File: src/verilog/cct_pkg.sv
package cct_pkg;
    // ------------------------------------------------------------
    // register numbers and selects
    // ------------------------------------------------------------
    localparam logic [4:0] NUM_HWMASK = 5'h07;
    localparam logic [4:0] NUM_BADVA = 5'h08;
    localparam logic [4:0] NUM_COUNT = 5'h09;
    localparam logic [4:0] NUM_COMPARE = 5'h0b;
    localparam logic [4:0] NUM_STATUS = 5'h0c;
    localparam logic [4:0] NUM_CAUSE = 5'h0d;
    localparam logic [4:0] NUM_EBASE = 5'h0f;
    localparam logic [4:0] NUM_DEBUG = 5'h17;
    localparam logic [2:0] SEL_0 = 3'h0;
    localparam logic [2:0] SEL_1 = 3'h1;

    // ------------------------------------------------------------
    // field positions
    // ------------------------------------------------------------
    localparam int unsigned CAUSE_TI = 30;
    localparam int unsigned CAUSE_DC = 27;
    localparam int unsigned CAUSE_IV = 23;
    localparam int unsigned CAUSE_IP_LO = 8;
    localparam int unsigned CAUSE_EXC_LO = 2;
    localparam int unsigned DEBUG_DM = 30;
    localparam int unsigned DEBUG_DEBUG_MODE_COUNT_ENABLE = 25;
    localparam int unsigned STATUS_BEV = 22;
    localparam int unsigned STATUS_SR = 20;
    localparam int unsigned STATUS_NMI = 19;
    localparam int unsigned INTERRUPT_CONTROL_REG_VS_LO = 5;

    // ------------------------------------------------------------
    // codes, reset and start-up values, counts
    // ------------------------------------------------------------
    localparam logic [4:0] EXC_LOAD_ADDR = 5'h04;
    localparam logic [4:0] EXC_STORE_ADDR = 5'h05;
    localparam logic [31:0] RST_WORD = 32'h0000_0000;
    localparam logic [31:0] COMPARE_INIT = 32'h0fff_ffff;
    localparam logic [31:0] COUNT_INIT = 32'h0000_0000;
    localparam logic [31:0] INTERRUPT_CONTROL_REG_ONES = 32'hffff_ffff;
    localparam int unsigned COUNT_DIV = 2;
    localparam int unsigned NUM_IRQ_LINES = 6;
endpackage : cct_pkg
File: src/verilog/cct_if.sv
`timescale 1ns/10ps
interface cct_if;
    logic [4:0] reg_num;
    logic [2:0] reg_sel;
    logic wr_en;
    logic rd_en;
    logic [31:0] wr_data;
    logic [31:0] rd_data;
    logic rd_valid;
    logic timer_irq_out;
    logic debug_mode;
    logic load_address_error;
    logic store_address_error;
    logic [31:0] err_vaddr;
    logic hwr_req;
    logic [4:0] hwr_idx;
    logic hwr_ack;
    logic hwr_rsv_exc;

    modport dev (
        input reg_num, reg_sel, wr_en, rd_en, wr_data, debug_mode,
        input load_address_error, store_address_error, err_vaddr, hwr_req, hwr_idx,
        output rd_data, rd_valid, timer_irq_out, hwr_ack, hwr_rsv_exc
    );
    modport core (
        output reg_num, reg_sel, wr_en, rd_en, wr_data, debug_mode,
        output load_address_error, store_address_error, err_vaddr, hwr_req, hwr_idx,
        input rd_data, rd_valid, timer_irq_out, hwr_ack, hwr_rsv_exc
    );
endinterface : cct_if

File: src/verilog/cct_core.sv
`timescale 1ns/10ps
module cct_core #(
    parameter int unsigned TIMER_LINE = 0,
    parameter logic [31:0] EBASE_INIT = 32'h9fc0_1000,
    parameter logic [4:0] VSPACE_INIT = 5'h01
) (
    input wire logic clk,
    input wire logic rst,
    cct_if.core bus,
    input wire logic boot_start,
    input wire logic cmd_valid,
    input wire logic cmd_write,
    input wire logic [4:0] cmd_num,
    input wire logic [2:0] cmd_sel,
    input wire logic [31:0] cmd_wdata,
    output logic cmd_ready,
    output logic resp_valid,
    output logic [31:0] resp_data,
    output logic boot_busy,
    input wire logic debug_mode_in,
    input wire logic ld_err_in,
    input wire logic st_err_in,
    input wire logic [31:0] err_vaddr_in,
    input wire logic hwr_req_in,
    input wire logic [4:0] hwr_idx_in,
    output logic hwr_done,
    output logic hwr_exc,
    input wire logic [cct_pkg::NUM_IRQ_LINES-1:0] irq_lines_in,
    output logic [cct_pkg::NUM_IRQ_LINES-1:0] irq_pending
);
    typedef enum {
        ST_IDLE, ST_COUNT, ST_COMPARE, ST_EBASE, ST_INTERRUPT_CONTROL_REG,
        ST_RD_CAUSE, ST_GAP_CAUSE, ST_WR_CAUSE,
        ST_RD_STATUS, ST_GAP_STATUS, ST_WR_STATUS
    } cct_boot_t;

    // ------------------------------------------------------------
    // state
    // ------------------------------------------------------------
    cct_boot_t st_r, st_nxt;
    logic [4:0] num_r, num_nxt;
    logic [2:0] sel_r, sel_nxt;
    logic [31:0] wdata_r, wdata_nxt;
    logic wr_r, wr_nxt;
    logic rd_r, rd_nxt;
    logic tag_r, tag_nxt, tag2_r;
    logic [31:0] resp_data_r, resp_data_nxt;
    logic resp_valid_r, resp_valid_nxt;
    logic [31:0] keep;
    logic [cct_pkg::NUM_IRQ_LINES-1:0] irq_nxt, irq_r;

    // boot sequencer and access mux
    always_comb begin
        st_nxt = st_r;
        num_nxt = cct_pkg::NUM_COUNT;
        sel_nxt = cct_pkg::SEL_0;
        wdata_nxt = cct_pkg::RST_WORD;
        wr_nxt = 1'b0;
        rd_nxt = 1'b0;
        tag_nxt = 1'b0;
        keep = cct_pkg::RST_WORD;
        case (st_r)
            ST_IDLE: begin
                if (boot_start) begin
                    st_nxt = ST_COUNT;
                end else if (cmd_valid) begin
                    num_nxt = cmd_num;
                    sel_nxt = cmd_sel;
                    wdata_nxt = cmd_wdata;
                    wr_nxt = cmd_write;
                    rd_nxt = !cmd_write;
                    tag_nxt = !cmd_write;
                end
            end
            ST_COUNT: begin
                wdata_nxt = cct_pkg::COUNT_INIT;
                wr_nxt = 1'b1;
                st_nxt = ST_COMPARE;
            end
            ST_COMPARE: begin
                num_nxt = cct_pkg::NUM_COMPARE;
                wdata_nxt = cct_pkg::COMPARE_INIT;
                wr_nxt = 1'b1;
                st_nxt = ST_EBASE;
            end
            ST_EBASE: begin
                num_nxt = cct_pkg::NUM_EBASE;
                sel_nxt = cct_pkg::SEL_1;
                wdata_nxt = EBASE_INIT;
                wr_nxt = 1'b1;
                st_nxt = ST_INTERRUPT_CONTROL_REG;
            end
            ST_INTERRUPT_CONTROL_REG: begin
                num_nxt = cct_pkg::NUM_STATUS;
                sel_nxt = cct_pkg::SEL_1;
                wdata_nxt = cct_pkg::INTERRUPT_CONTROL_REG_ONES;
                wdata_nxt[cct_pkg::INTERRUPT_CONTROL_REG_VS_LO +: 5] = VSPACE_INIT;
                wr_nxt = 1'b1;
                st_nxt = ST_RD_CAUSE;
            end
            ST_RD_CAUSE: begin
                num_nxt = cct_pkg::NUM_CAUSE;
                rd_nxt = 1'b1;
                st_nxt = ST_GAP_CAUSE;
            end
            ST_GAP_CAUSE: begin
                st_nxt = ST_WR_CAUSE;
            end
            ST_WR_CAUSE: begin
                // count-disable kept, vector select on, soft requests off
                keep[cct_pkg::CAUSE_DC] = bus.rd_data[cct_pkg::CAUSE_DC];
                keep[cct_pkg::CAUSE_IV] = 1'b1;
                num_nxt = cct_pkg::NUM_CAUSE;
                wdata_nxt = keep;
                wr_nxt = 1'b1;
                st_nxt = ST_RD_STATUS;
            end
            ST_RD_STATUS: begin
                num_nxt = cct_pkg::NUM_STATUS;
                rd_nxt = 1'b1;
                st_nxt = ST_GAP_STATUS;
            end
            ST_GAP_STATUS: begin
                st_nxt = ST_WR_STATUS;
            end
            ST_WR_STATUS: begin
                // only boot vector and reset reason flags survive
                keep[cct_pkg::STATUS_BEV] = bus.rd_data[cct_pkg::STATUS_BEV];
                keep[cct_pkg::STATUS_SR] = bus.rd_data[cct_pkg::STATUS_SR];
                keep[cct_pkg::STATUS_NMI] = bus.rd_data[cct_pkg::STATUS_NMI];
                num_nxt = cct_pkg::NUM_STATUS;
                wdata_nxt = keep;
                wr_nxt = 1'b1;
                st_nxt = ST_IDLE;
            end
            default: begin
                st_nxt = ST_IDLE;
            end
        endcase
        resp_valid_nxt = bus.rd_valid && tag2_r;
        resp_data_nxt = (bus.rd_valid && tag2_r) ? bus.rd_data : resp_data_r;
        // timer output fed back onto one interrupt line
        irq_nxt = irq_lines_in;
        irq_nxt[TIMER_LINE] = irq_lines_in[TIMER_LINE] | bus.timer_irq_out;
    end

    // ------------------------------------------------------------
    // registers
    // ------------------------------------------------------------
    logic dbg_r, lde_r, ste_r, hreq_r, hdone_r, hexc_r;
    logic [31:0] eva_r;
    logic [4:0] hidx_r;

    always_ff @(posedge clk or posedge rst) begin
        if (rst) begin
            st_r <= ST_IDLE;
            num_r <= 5'h00;
            sel_r <= 3'h0;
            wdata_r <= cct_pkg::RST_WORD;
            wr_r <= 1'b0;
            rd_r <= 1'b0;
            tag_r <= 1'b0;
            tag2_r <= 1'b0;
            resp_data_r <= cct_pkg::RST_WORD;
            resp_valid_r <= 1'b0;
            irq_r <= '0;
            dbg_r <= 1'b0;
            lde_r <= 1'b0;
            ste_r <= 1'b0;
            eva_r <= cct_pkg::RST_WORD;
            hreq_r <= 1'b0;
            hidx_r <= 5'h00;
            hdone_r <= 1'b0;
            hexc_r <= 1'b0;
        end else begin
            st_r <= st_nxt;
            num_r <= num_nxt;
            sel_r <= sel_nxt;
            wdata_r <= wdata_nxt;
            wr_r <= wr_nxt;
            rd_r <= rd_nxt;
            tag_r <= tag_nxt;
            tag2_r <= tag_r;
            resp_data_r <= resp_data_nxt;
            resp_valid_r <= resp_valid_nxt;
            irq_r <= irq_nxt;
            dbg_r <= debug_mode_in;
            lde_r <= ld_err_in;
            ste_r <= st_err_in;
            eva_r <= err_vaddr_in;
            hreq_r <= hwr_req_in;
            hidx_r <= hwr_idx_in;
            hdone_r <= bus.hwr_ack;
            hexc_r <= bus.hwr_rsv_exc;
        end
    end

    // ------------------------------------------------------------
    // outputs
    // ------------------------------------------------------------
    assign bus.reg_num = num_r;
    assign bus.reg_sel = sel_r;
    assign bus.wr_data = wdata_r;
    assign bus.wr_en = wr_r;
    assign bus.rd_en = rd_r;
    assign bus.debug_mode = dbg_r;
    assign bus.load_address_error = lde_r;
    assign bus.store_address_error = ste_r;
    assign bus.err_vaddr = eva_r;
    assign bus.hwr_req = hreq_r;
    assign bus.hwr_idx = hidx_r;
    assign cmd_ready = (st_r == ST_IDLE) && !boot_start;
    assign boot_busy = (st_r != ST_IDLE);
    assign resp_valid = resp_valid_r;
    assign resp_data = resp_data_r;
    assign hwr_done = hdone_r;
    assign hwr_exc = hexc_r;
    assign irq_pending = irq_r;
endmodule : cct_core

File: src/flat_wrapper.sv
// flat-port wrapper written by rule: the top's interface ports become plain ports
module cct_core_flat 
#(
    parameter int unsigned TIMER_LINE = 0,
    parameter logic [31:0] EBASE_INIT = 32'h9fc0_1000,
    parameter logic [4:0] VSPACE_INIT = 5'h01
)
  (clk, rst, boot_start, cmd_valid, cmd_write, cmd_num, cmd_sel, cmd_wdata, cmd_ready, resp_valid, resp_data, boot_busy, debug_mode_in, ld_err_in, st_err_in, err_vaddr_in, hwr_req_in, hwr_idx_in, hwr_done, hwr_exc, irq_lines_in, irq_pending, bus_reg_num, bus_reg_sel, bus_wr_en, bus_rd_en, bus_wr_data, bus_debug_mode, bus_load_address_error, bus_store_address_error, bus_err_vaddr, bus_hwr_req, bus_hwr_idx, bus_rd_data, bus_rd_valid, bus_timer_irq_out, bus_hwr_ack, bus_hwr_rsv_exc);
  cct_if bus_i ();
  input wire logic clk;
  input wire logic rst;
  input wire logic boot_start;
  input wire logic cmd_valid;
  input wire logic cmd_write;
  input wire logic [4:0] cmd_num;
  input wire logic [2:0] cmd_sel;
  input wire logic [31:0] cmd_wdata;
  output logic cmd_ready;
  output logic resp_valid;
  output logic [31:0] resp_data;
  output logic boot_busy;
  input wire logic debug_mode_in;
  input wire logic ld_err_in;
  input wire logic st_err_in;
  input wire logic [31:0] err_vaddr_in;
  input wire logic hwr_req_in;
  input wire logic [4:0] hwr_idx_in;
  output logic hwr_done;
  output logic hwr_exc;
  input wire logic [cct_pkg::NUM_IRQ_LINES-1:0] irq_lines_in;
  output logic [cct_pkg::NUM_IRQ_LINES-1:0] irq_pending;
  output wire logic [$bits(bus_i.reg_num)-1:0] bus_reg_num;
  output wire logic [$bits(bus_i.reg_sel)-1:0] bus_reg_sel;
  output wire logic [$bits(bus_i.wr_en)-1:0] bus_wr_en;
  output wire logic [$bits(bus_i.rd_en)-1:0] bus_rd_en;
  output wire logic [$bits(bus_i.wr_data)-1:0] bus_wr_data;
  output wire logic [$bits(bus_i.debug_mode)-1:0] bus_debug_mode;
  output wire logic [$bits(bus_i.load_address_error)-1:0] bus_load_address_error;
  output wire logic [$bits(bus_i.store_address_error)-1:0] bus_store_address_error;
  output wire logic [$bits(bus_i.err_vaddr)-1:0] bus_err_vaddr;
  output wire logic [$bits(bus_i.hwr_req)-1:0] bus_hwr_req;
  output wire logic [$bits(bus_i.hwr_idx)-1:0] bus_hwr_idx;
  input wire logic [$bits(bus_i.rd_data)-1:0] bus_rd_data;
  input wire logic [$bits(bus_i.rd_valid)-1:0] bus_rd_valid;
  input wire logic [$bits(bus_i.timer_irq_out)-1:0] bus_timer_irq_out;
  input wire logic [$bits(bus_i.hwr_ack)-1:0] bus_hwr_ack;
  input wire logic [$bits(bus_i.hwr_rsv_exc)-1:0] bus_hwr_rsv_exc;
  assign bus_reg_num = bus_i.reg_num;
  assign bus_reg_sel = bus_i.reg_sel;
  assign bus_wr_en = bus_i.wr_en;
  assign bus_rd_en = bus_i.rd_en;
  assign bus_wr_data = bus_i.wr_data;
  assign bus_debug_mode = bus_i.debug_mode;
  assign bus_load_address_error = bus_i.load_address_error;
  assign bus_store_address_error = bus_i.store_address_error;
  assign bus_err_vaddr = bus_i.err_vaddr;
  assign bus_hwr_req = bus_i.hwr_req;
  assign bus_hwr_idx = bus_i.hwr_idx;
  assign bus_i.rd_data = bus_rd_data;
  assign bus_i.rd_valid = bus_rd_valid;
  assign bus_i.timer_irq_out = bus_timer_irq_out;
  assign bus_i.hwr_ack = bus_hwr_ack;
  assign bus_i.hwr_rsv_exc = bus_hwr_rsv_exc;
  cct_core #(.TIMER_LINE(TIMER_LINE), .EBASE_INIT(EBASE_INIT), .VSPACE_INIT(VSPACE_INIT)) u_core (.clk(clk), .rst(rst), .bus(bus_i), .boot_start(boot_start), .cmd_valid(cmd_valid), .cmd_write(cmd_write), .cmd_num(cmd_num), .cmd_sel(cmd_sel), .cmd_wdata(cmd_wdata), .cmd_ready(cmd_ready), .resp_valid(resp_valid), .resp_data(resp_data), .boot_busy(boot_busy), .debug_mode_in(debug_mode_in), .ld_err_in(ld_err_in), .st_err_in(st_err_in), .err_vaddr_in(err_vaddr_in), .hwr_req_in(hwr_req_in), .hwr_idx_in(hwr_idx_in), .hwr_done(hwr_done), .hwr_exc(hwr_exc), .irq_lines_in(irq_lines_in), .irq_pending(irq_pending));
endmodule
File: config.mk
export PLATFORM = sky130hd
export DESIGN_NAME = cct_core_flat
export DESIGN_NICKNAME = d
export VERILOG_FILES = /design/src/verilog/cct_pkg.sv /design/src/verilog/cct_if.sv /design/src/verilog/cct_core.sv /design/src/flat_wrapper.sv
export SDC_FILE = /design/constraint.sdc
export NUM_CORES = 1
export LEC_CHECK = 0
export ABC_AREA = 1
export BUFFER_PORTS_ARGS = -buffer_cell sky130_fd_sc_hd__buf_4
export CAP_MARGIN = 5
export CORE_MARGIN = 1.5
export CORE_UTILIZATION = 49
export CTS_BUF_LIST = sky130_fd_sc_hd__clkbuf_8
export DETAILED_ROUTE_END_ITERATION = 6
export PLACE_DENSITY = 0.85
export RECOVER_POWER = 50
export SLEW_MARGIN = 0
export SYNTH_ARGS = -nofsm -noshare
export SYNTH_HDL_FRONTEND = slang
export SYNTH_SLANG_ARGS = --single-unit
export TNS_END_PERCENT = 50
File: constraint.sdc
create_clock -name clk -period 8.9 [get_ports clk]
set_input_delay 0.445 -clock clk [delete_from_list [all_inputs] [get_ports clk]]
set_output_delay 0.445 -clock clk [all_outputs]
set_load 0.02 [all_outputs]
After elaboration in Yosys (flattened, before gate mapping) --
Cells that the tools add are included.
Cells by class: mux-type cells 18, reductions and logical operators 12, bitwise operators 1, equal/unequal tests 11
Operators with widths (number):
- case mux 32 bit (10 select lines) | 1
- case mux 32 bit (6 select lines) | 1
- == test 32 x 3 -> 1 bit, second input constant | 4
- == test 32 x 4 -> 1 bit, second input constant | 3
- 2-to-1 mux 32 bit | 3
- == test 32 x 2 -> 1 bit, second input constant | 2
- zero test 32 bit | 2
- == test 32 x 1 -> 1 bit, second input constant | 1
- nonzero test 32 bit | 1
- case mux 5 bit (5 select lines) | 1
- 2-to-1 mux 5 bit | 2
- 2-to-1 mux 3 bit | 2
- case mux 3 bit (2 select lines) | 1
- OR reduction 2 bit | 3
- OR reduction 6 bit | 1
- 2-to-1 mux 1 bit | 5
- case mux 1 bit (2 select lines) | 2
- OR reduction 3 bit | 1
- logical AND 1 bit | 2
- zero test 1 bit | 2
- != test 2 bit, second input constant | 1
- OR 1 bit | 1
Word-level totals: output and inout port bits 126, logic and storage cells 61, bits in registers 158

Depth between registers and ports, before layout --
Gate-level depths: netlist (run 1).
depth in word-level cells 4, depth in mapped cells 6, mapped depth without buffers 6

Least setup slack after synthesis (run 1) --
No wires, ideal clock.
path kind register -> output, from reg u_core.st_r[3], to out cmd_ready, buffers on the path 0, setup slack 7.416 ns, stages on the path, launching flop included 4, arrival time 1.039 ns, data required time 8.455 ns, cells stage by stage dfrtp_1 nor2_4 nand2_4 nor2_1
On the way: word-level cells in the longest chain between the ends 2
Ends and longest elaborated chain:
- start: declaration | RTL line cct_core.sv:40 | cct_boot_t st_r, st_nxt;
- start signal: assignment | RTL line cct_core.sv:176 | st_r <= st_nxt;
- zero test 32 bit | RTL line cct_core.sv:212 | assign cmd_ready = (st_r == ST_IDLE) && !boot_start;
- logical AND 1 bit | RTL line cct_core.sv:212
- end: declaration | RTL line flat_wrapper.sv:18 | output logic cmd_ready;
No other way between the ends.

==> results.toml, run 1 <==
[clock_tree]
clock_path_buffers = 2
clk_latency_ns = 0.41
cts_buffers = 17
clk_pin_slew_ns = 0.08
hold_buffers = 0
postCtsSetupBuffers = 0
cts_num_sinks = 130
cts_resized = 0
cts_tree = "done"
root_buffer = "clkbuf_8"
cts_max_level = 4

[sta]
finalCriticalPeriod_ns = 2.68
fmax_mhz = 373
layout_setup_ws_ns = 6.22
rsz0062_at_grt = "false"
tightest_slew_ns = 2.92
setup_viol = 0
setup_tns_ns = 0
relSlewSlack = -0.959
slew_violations = 68
fin_crit_sh = 0.301
finalHoldViolCount = 0
clock_skew_ns = 0.0110

[global_routing]
grt_max_degree = 68
grt_busiest_layer = "met2"
grtUsageMet3 = 0.0809
grt_pass1_vias = 3799
grt_pass1_wl_microns = 20100
grt_use_met2 = 0.489
met1_usage = 0.324
grt.total_usage = 0.280
overflow = 0
antenna_found_initial = 0

[worst_setup_path]
crit_arrival_ns = 3.13
cp.required_ns = 9.35
critPathKind = "input port to async pin"
cp_max_fo = 67
worstSetupEndpointType = "async pin"
startpoint_type = "input port"

[finish]
syn_to_final_growth_pct = 50.4
fin_nets = 774
final_util = 0.761
antenna_cells = 0
drive_above_1_share = 0.426
final_cell_area_sq_mm = 0.00667
final_cells = 765
fill_cells = 614

[floorplanning]
die_h_microns = 98.2
ios = 254
core_area_sq_mm = 0.00876
die_area_sq_mm = 0.00963
die_w_microns = 98.2
num_rows = 34
start_util = 0.506

[synth]
synth_seq_cells = 130
synth_top_family_by_area = "simple AND/OR/NAND/NOR gates"
synth.net_count = 513
synthSimpleGateAreaFrac = 0.222
synth-compound-area-share = 0.00931
syn_area_sq_mm = 0.00444
synth_xor_area_frac = 0
syn_avg_cell_area_sq_um = 11.5
synth.area.mux_share = 0
ys_seq_area_frac = 0.733
synth_fa_ha_area_frac = 0
synthCells = 385
yosysUniqueCellTypes = 24
yosys_warnings = 0

[drt]
postRouteAntennaNets = 0
avgViaCountPerCell = 4.86
num_vias = 3717
routedWlPerCell_microns = 17.2
dr.pass1.iters = 4
drc = 0
drtIter0Drc = 174
drt_wl_total_microns = 13100

[flow_run]
cap_violations = 1

[placed_design]
dp_hpwl_microns = 9630
port_buffers = 253
preCtsSetupSlack_ns = 6.38
dp_cells = 735
dpl_cell_area_sq_mm = 0.00640
gp_routability_congestion = 0.842

[power]
peakVddDrop_mv = 0.225
powerDensity_mw_per_mm2 = 316
leakagePower_nw = 3.61

[outcome]
violations = "capacitance limit, slew limit"
outcome = "finished with violations"

[min_path]
hold_class = "input port to flop"
## placed cells by master (no fill, tap or decap), types with 2 or more instances in the layout
cell / count
nand2_2: 12
clkinv_4: 4
o21ai_0: 6
dfrtp_1: 130
buf_4: 173
inv_1: 8
nor2_1: 17
clkinv_2: 3
clkbuf_8: 17
clkbuf_4: 50
nand3_1: 42
clkbuf_1: 32
inv_2: 5
nor2_2: 2
nand2_4: 2
clkinvlp_2: 2
bufinv_16: 4
nand2_1: 136
nor2_4: 2
## report_power, final
part	total (W)	switching, W	internal [W]
sequential	0.000815	0.0000756	0.000740
combinational	0.000765	0.000481	0.000284
clock	0.000530	0.000227	0.000303
total	0.00211	0.000784	0.00133
## worst paths after layout
path	slack (ns)	cells past startpoint	start	to
hold reg to reg	0.40	0	u_core.tag_r	u_core.tag2_r
setup reg to reg	6.29	5	u_core.st_r[3]	u_core.bus.reg_num[3]
hold / removal	0.16	1	hwr_idx_in[2]	u_core.bus.hwr_idx[2]
max in group clk	6.29	5	u_core.st_r[3]	u_core.bus.reg_num[3]
setup / recovery	6.22	3	rst	u_core.resp_data[31]
min in group asynchronous	0.87	2	rst	u_core.bus.store_address_error
## layout make-up
cell class,count,area [sq um],share of cell area
well taps,108,135,0.0203
multi-input cells,227,1010,0.151
inverters,15,58.8,0.00881
clock buffers,17,234,0.0351
repair buffers,255,1790,0.269
flip-flops and latches,130,3250,0.488
clock inverters,13,186,0.0279
## registers in the layout (all words and copies together) (netlist names)
| name | flops |
|---|---|
| u_core.bus.debug_mode | 1 |
| u_core.bus.err_vaddr | 32 |
| u_core.bus.hwr_idx | 5 |
| u_core.bus.hwr_req | 1 |
| u_core.bus.load_address_error | 1 |
| u_core.bus.rd_en | 1 |
| u_core.bus.reg_num | 5 |
| u_core.bus.reg_sel | 3 |
| u_core.bus.store_address_error | 1 |
| u_core.bus.wr_data | 32 |
| u_core.bus.wr_en | 1 |
| u_core.hwr_done | 1 |
| u_core.hwr_exc | 1 |
| u_core.irq_pending | 6 |
| u_core.resp_data | 32 |
| u_core.resp_valid | 1 |
| u_core.st_r | 4 |
| u_core.tag2_r | 1 |
| u_core.tag_r | 1 |
## Yosys cell counts, drive strengths merged
cell type    n  area share
a21oi        1      0.0011
dfrtp      130        0.73
nand3b       1      0.0017
inv         15       0.014
buf         10       0.019
nor3         1      0.0011
nor2        22       0.028
o22ai        1      0.0014
or2          2      0.0028
clkbuf       3      0.0025
nand4        1      0.0014
nand3       42       0.047
o21ai        6      0.0068
nand2      150        0.14
## cell families (layout without fill, tap and decap cells)
family | after synthesis | after routing
AOI/OAI and AO/OA | 8 | 8
DFF | 130 | 130
and+or+nand+nor | 219 | 219
buffers and inverters | 28 | 300
## per-layer routing
metal  vias up  wire length, microns
met4         0                   375
met5         -                     0
met3        22                   882
li1       1723                     -
met2       163                  7050
met1      1809                  4830
## metrics by stage
step | power (W) | hold WS, ns
2_1_floorplan | 0.00129 | 0.331
3_3_place_gp | 0.00160 | 0.408
3_5_place_dp | 0.00162 | 0.406
4_1_cts | 0.00216 | 0.110
5_1_grt | 0.00222 | 0.119
6_report | 0.00211 | 0.158
## critical path: stages
cell and delay [ns]:
clkbuf_4 0.11, clkinvlp_2 1.64, buf_4 0.86
(Power assumes the default switching activity.)
==> run 2: changes to the inputs <==
--- a/config.mk
+++ b/config.mk
@@ -9,10 +9,10 @@
 export BUFFER_PORTS_ARGS = -buffer_cell sky130_fd_sc_hd__buf_4
 export CAP_MARGIN = 5
 export CORE_MARGIN = 1.5
-export CORE_UTILIZATION = 49
+export CORE_UTILIZATION = 41
 export CTS_BUF_LIST = sky130_fd_sc_hd__clkbuf_8
 export DETAILED_ROUTE_END_ITERATION = 6
-export PLACE_DENSITY = 0.85
+export PLACE_DENSITY = 0.75
 export RECOVER_POWER = 50
 export SLEW_MARGIN = 0
 export SYNTH_ARGS = -nofsm -noshare
==> constraint.sdc (replaced) <==
create_clock -name clk -period 2.2 [get_ports clk]
set_input_delay 0.11 -clock clk [delete_from_list [all_inputs] [get_ports clk]]
set_output_delay 0.11 -clock clk [all_outputs]
set_load 0.02 [all_outputs]
==> run 2 against run 1 <==
Compared with the run above: the flow still finishes with violations (capacitance limit, slew limit); critical path depth increased by 1; highest routed layer unchanged; sequential cell count unchanged; sequential power rose to 4.1 times the previous value; clock skew fell by 0.0014 ns.
==> results.toml, run 2 (synthesized netlist as in run 1, its figures left out) <==
[outcome]
outcome = "finished with violations"
violations = "capacitance limit, slew limit"

[global_routing]
antenna_found_initial = 0
overflow = 0
grt_pass1_wl_microns = 25300
grt.total_usage = 0.302
grt_max_degree = 38
grt_pass1_vias = 4662

[drt]
drt_wl_total_microns = 17100
num_vias = 4361
drc = 0
drtIter0Drc = 256
avgViaCountPerCell = 4.72
routedWlPerCell_microns = 18.5
postRouteAntennaNets = 0
dr.pass1.iters = 4

[min_path]
min_delay_path_depth = 5
hold_class = "input port to flop"

[clock_tree]
clock_path_buffers = 2
root_buffer = "clkbuf_8"
clk_latency_ns = 0.43
cts_tree = "done"
cts_buffers = 17
cts_max_level = 4
clk_pin_slew_ns = 0.07
postCtsSetupBuffers = 0
cts_num_sinks = 130

[power]
powerDensity_mw_per_mm2 = 1100
power.total_w = 0.00869
pwr-share-clk = 0.236
leakagePower_nw = 4.07
internal-power_w = 0.00524
switching_power_w = 0.00345
combPwrFrac = 0.381
power_frac_seq = 0.383
peakVddDrop_mv = 0.853
switching_share = 0.397

[floorplanning]
ios = 254
die_area_sq_mm = 0.0115
start_util = 0.426
die_w_microns = 107
die_h_microns = 107
num_rows = 37
core_area_sq_mm = 0.0104

[worst_setup_path]
critPathKind = "flop to output port"
worstSetupEndpointType = "output port"
cp_max_fo = 8
cp.required_ns = 2.09
crit_arrival_ns = 1.49
startpoint_type = "flop"
r2r_cells = 5

[sta]
tightest_slew_ns = 1.51
clock_skew_ns = 0.00963
finalHoldViolCount = 0
rsz0062_at_grt = "false"
fin_crit_sh = 0.725
slew_violations = 30
relSlewSlack = -0.0123
fmax_mhz = 627
setup_viol = 0
finalCriticalPeriod_ns = 1.60
setup_tns_ns = 0

[finish]
drive_above_1_share = 0.332
final_cells = 924
final_cell_mix = "buf_4, nand2_1, dfrtp_1"
syn_to_final_growth_pct = 78.4
mostFrequentLayoutCell = "buf_4"
final_util = 0.760
fin_nets = 903
fill_cells = 659
antenna_cells = 0

[placed_design]
dp_hpwl_microns = 9680
dp_cells = 767
gp_routability_congestion = 0.861
port_buffers = 253

[flow_run]
cap_violations = 1
[run 2: changes by cell type in the layout (fill, tap and decap cells not counted), sizes merged]
cell,previous run,this run
buf,173,153
bufinv,4,2
clkbuf,99,124
clkinv,7,9
clkinvlp,3,1
dlygate4sd3,0,125
inv,14,17
[run 2: metrics by stage]
step	cell area (sq um)	setup slack (ns)	hold WS, ns
2_1_floorplan	4440	0.481	0.141
3_3_place_gp	6480	0.815	0.219
3_5_place_dp	6480	0.712	0.220
4_1_cts	8140	0.594	0.0185
5_1_grt	7910	0.498	0.0595
6_report	7910	0.604	0.0370
[run 2: layout make-up]
class / count / area, sq um / area share
timing repair buffer: 384 / 3000 / 0.379
inverter: 15 / 62.6 / 0.00791
tap: 136 / 170 / 0.0215
multi-input combinational: 227 / 1030 / 0.130
clock buffer: 18 / 248 / 0.0313
sequential: 130 / 3250 / 0.411
clock inverter: 14 / 154 / 0.0194
[run 2: worst max-delay path, stage by stage, from the launching register on]
cell and delay (ns):
dfrtp_1 0.46, nor2_2 0.21, nand2_4 0.14, nor2_1 0.11, buf_4 0.15
[run 2: path summary, 6_finish.rpt]
path | from | endpoint | slack (ns)
max | u_core.st_r[1] | cmd_ready | 0.60
min | cmd_num[0] | u_core.bus.reg_num[0] | 0.04
max reg2reg | u_core.st_r[1] | u_core.bus.reg_num[3] | 0.68
min reg2reg | u_core.tag_r | u_core.tag2_r | 0.36
max in group asynchronous | rst | u_core.bus.wr_data[2] | 0.68
min in group asynchronous | rst | u_core.irq_pending[4] | 0.62
[run 2: power groups by stage]
stage	Combinational, W	Clock (W)	Sequential (W)
final	0.00331	0.00206	0.00333
after global routing	0.00353	0.00219	0.00338
after CTS	0.00342	0.00205	0.00329
after detailed placement	0.00323	0	0.00333
after global placement	0.00314	0	0.00331
after floorplan	0.00123	0	0.00398
[run 2: metal layers]
| layer | GRT usage | up-vias | wire [microns] |
|---|---|---|---|
| met5 | 0 | - | 0 |
| met4 | 0.150 | 0 | 610 |
| met3 | 0.0881 | 44 | 1290 |
| met2 | 0.537 | 236 | 9110 |
| met1 | 0.326 | 2096 | 6080 |
| li1 | - | 1985 | - |
[run 2: timing repair]
| action | CTS | global route |
|---|---|---|
| hold buffers | 125 | 0 |
| hold endpoints to repair | 150 | 0 |
| endpoints found under the setup margin | 0 | 0 |
| gates resized for setup | 0 | 0 |
==> run 3: changes to the inputs <==
==> constraint.sdc (replaced) <==
create_clock -name clk -period 1.4 [get_ports clk]
set_input_delay 0.07 -clock clk [delete_from_list [all_inputs] [get_ports clk]]
set_output_delay 0.07 -clock clk [all_outputs]
set_load 0.02 [all_outputs]
==> run 3 against run 2 <==
Compared with the run above: the run now ends clean; wire length up 0.68%; clock skew barely moved; final cell count grew 0.97%; total power is 67% higher; worst setup slack worse by 0.60 ns.
==> results.toml, run 3 (synthesized netlist as in run 1, its figures left out) <==
[outcome]
outcome = "finished clean"

[global_routing]
grt_pass1_wl_microns = 25700
antenna_found_initial = 0
overflow = 0
grt_pass1_vias = 4680
grt_max_degree = 76
grt.total_usage = 0.304

[finish]
final_cell_mix = "buf_4, nand2_1, dlygate4sd3_1, dfrtp_1, clkbuf_4"
antenna_cells = 0
syn_to_final_growth_pct = 85.6
mostFrequentLayoutCell = "buf_4"
fin_nets = 913
drive_above_1_share = 0.402

[sta]
finalHoldViolCount = 0
clock_skew_ns = 0.00936
tightest_slew_ns = 0.911
fin_crit_sh = 0.995
setup_viol = 0
holdWs_ns = 0.107
slew_violations = 0
rsz0062_at_grt = "true"
finalCriticalPeriod_ns = 1.39
relSlewSlack = 0.393
fmax_mhz = 718

[power]
power.total_w = 0.0145
combPwrFrac = 0.410
pwr-share-clk = 0.231
power_frac_seq = 0.360
switching_share = 0.380
leakagePower_nw = 4.29
powerDensity_mw_per_mm2 = 1760
switching_power_w = 0.00551
peakVddDrop_mv = 1.59
internal-power_w = 0.00897

[floorplanning]
die_area_sq_mm = 0.0115
ios = 254
die_w_microns = 107
die_h_microns = 107
num_rows = 37
core_area_sq_mm = 0.0104
start_util = 0.426

[drt]
avgViaCountPerCell = 4.75
drc = 0
postRouteAntennaNets = 0
drtIter0Drc = 201
dr.pass1.iters = 5
routedWlPerCell_microns = 18.4
drt_wl_total_microns = 17200
num_vias = 4436

[placed_design]
port_buffers = 253
gp_routability_congestion = 0.867
dp_hpwl_microns = 9160

[clock_tree]
cts_max_level = 4
clock_path_buffers = 2
cts_buffers = 17
clk_pin_slew_ns = 0.07
clk_latency_ns = 0.43
cts_tree = "done"
root_buffer = "clkbuf_8"
cts_num_sinks = 130

[worst_setup_path]
crit_arrival_ns = 1.32
worstSetupEndpointType = "output port"
cp-startpoint = "u_core.st_r[3]"
critPathKind = "flop to output port"
cp_max_fo = 3
crit-reg2reg-launch = "u_core.st_r[1]"
startpoint_type = "flop"
cp.required_ns = 1.33

[min_path]
hold_class = "input port to flop"
min_from = "bus_rd_valid"

[flow_run]
cap_violations = 0
## run 3: cell types whose count changed in the layout (fill, tap and decap cells not counted), sizes merged
cell,previous run,this run
clkinv,9,4
inv,17,16
clkinvlp,1,5
buf,153,205
bufinv,2,3
dlygate4sd3,125,126
clkbuf,124,81
## run 3: final cells by class
| cell class | count | area [sq um] |
|---|---|---|
| Timing Repair Buffer | 394 | 3290 |
| Fill cell | 598 | 2180 |
| Sequential cell | 130 | 3260 |
| Tap cell | 136 | 170 |
| Inverter | 15 | 70.1 |
| Clock buffer | 18 | 248 |
| Clock inverter | 13 | 160 |
| Multi-Input combinational cell | 227 | 1040 |
## run 3: per-stage QoR
stage | cells | cell area (sq um) | utilization | setup WS, ns | setup TNS, ns
after floorplan | 385 | 4440 | - | -0.279 | -36.30
after global placement | 768 | 6520 | 0.626 | 0.156 | 0
after detailed placement | 768 | 6520 | 0.626 | 0.105 | 0
after CTS | 931 | 8240 | 0.791 | 0.00706 | 0
after global routing | 933 | 8230 | 0.791 | -0.0377 | -0.0505
final | 933 | 8230 | 0.791 | 0.00676 | 0
## run 3: layer usage
metal,vias to the layer above,track usage,share of wire
li1,2004,-,-
met1,2133,0.323,0.35
met2,239,0.549,0.54
met3,60,0.101,0.075
met4,0,0.125,0.038
met5,-,0,0
## run 3: final timing paths
check	slack [ns]	endpoint	cells after the start
worst max register to register	0.06	u_core.bus.wr_data[16]	5
worst max-delay path	0.007	cmd_ready	4
worst min-delay path	0.11	u_core.resp_data[25]	5
worst min register to register	0.36	u_core.tag2_r	0
max in group asynchronous	0.25	u_core.bus.reg_sel[2]	4
min in group asynchronous	0.52	u_core.resp_data[1]	4
## run 3: power groups by stage
stage               logic (W)  registers (W)  clock network (W)
floorplan             0.00193        0.00626                  0
global placement      0.00502        0.00519                  0
detailed placement    0.00512        0.00523                  0
CTS                   0.00564        0.00514            0.00332
global route          0.00634        0.00529            0.00353
finish                0.00593        0.00520            0.00334
## run 3: critical path: stages, from the launching register on
cell	delay, ns
dfrtp_2	0.42
nor2_4	0.15
nand2_4	0.08
nor2_4	0.10
buf_6	0.12
## run 3: timing repair
action                                 4_1_cts  5_1_grt
endpoints found under the hold margin      255        0
cloned                                       0        2
hold buffers                               126        0
buffers inserted                             6        0
setup endpoints to repair                    2       11
resized for setup                            5        6
pin swaps                                    3        2
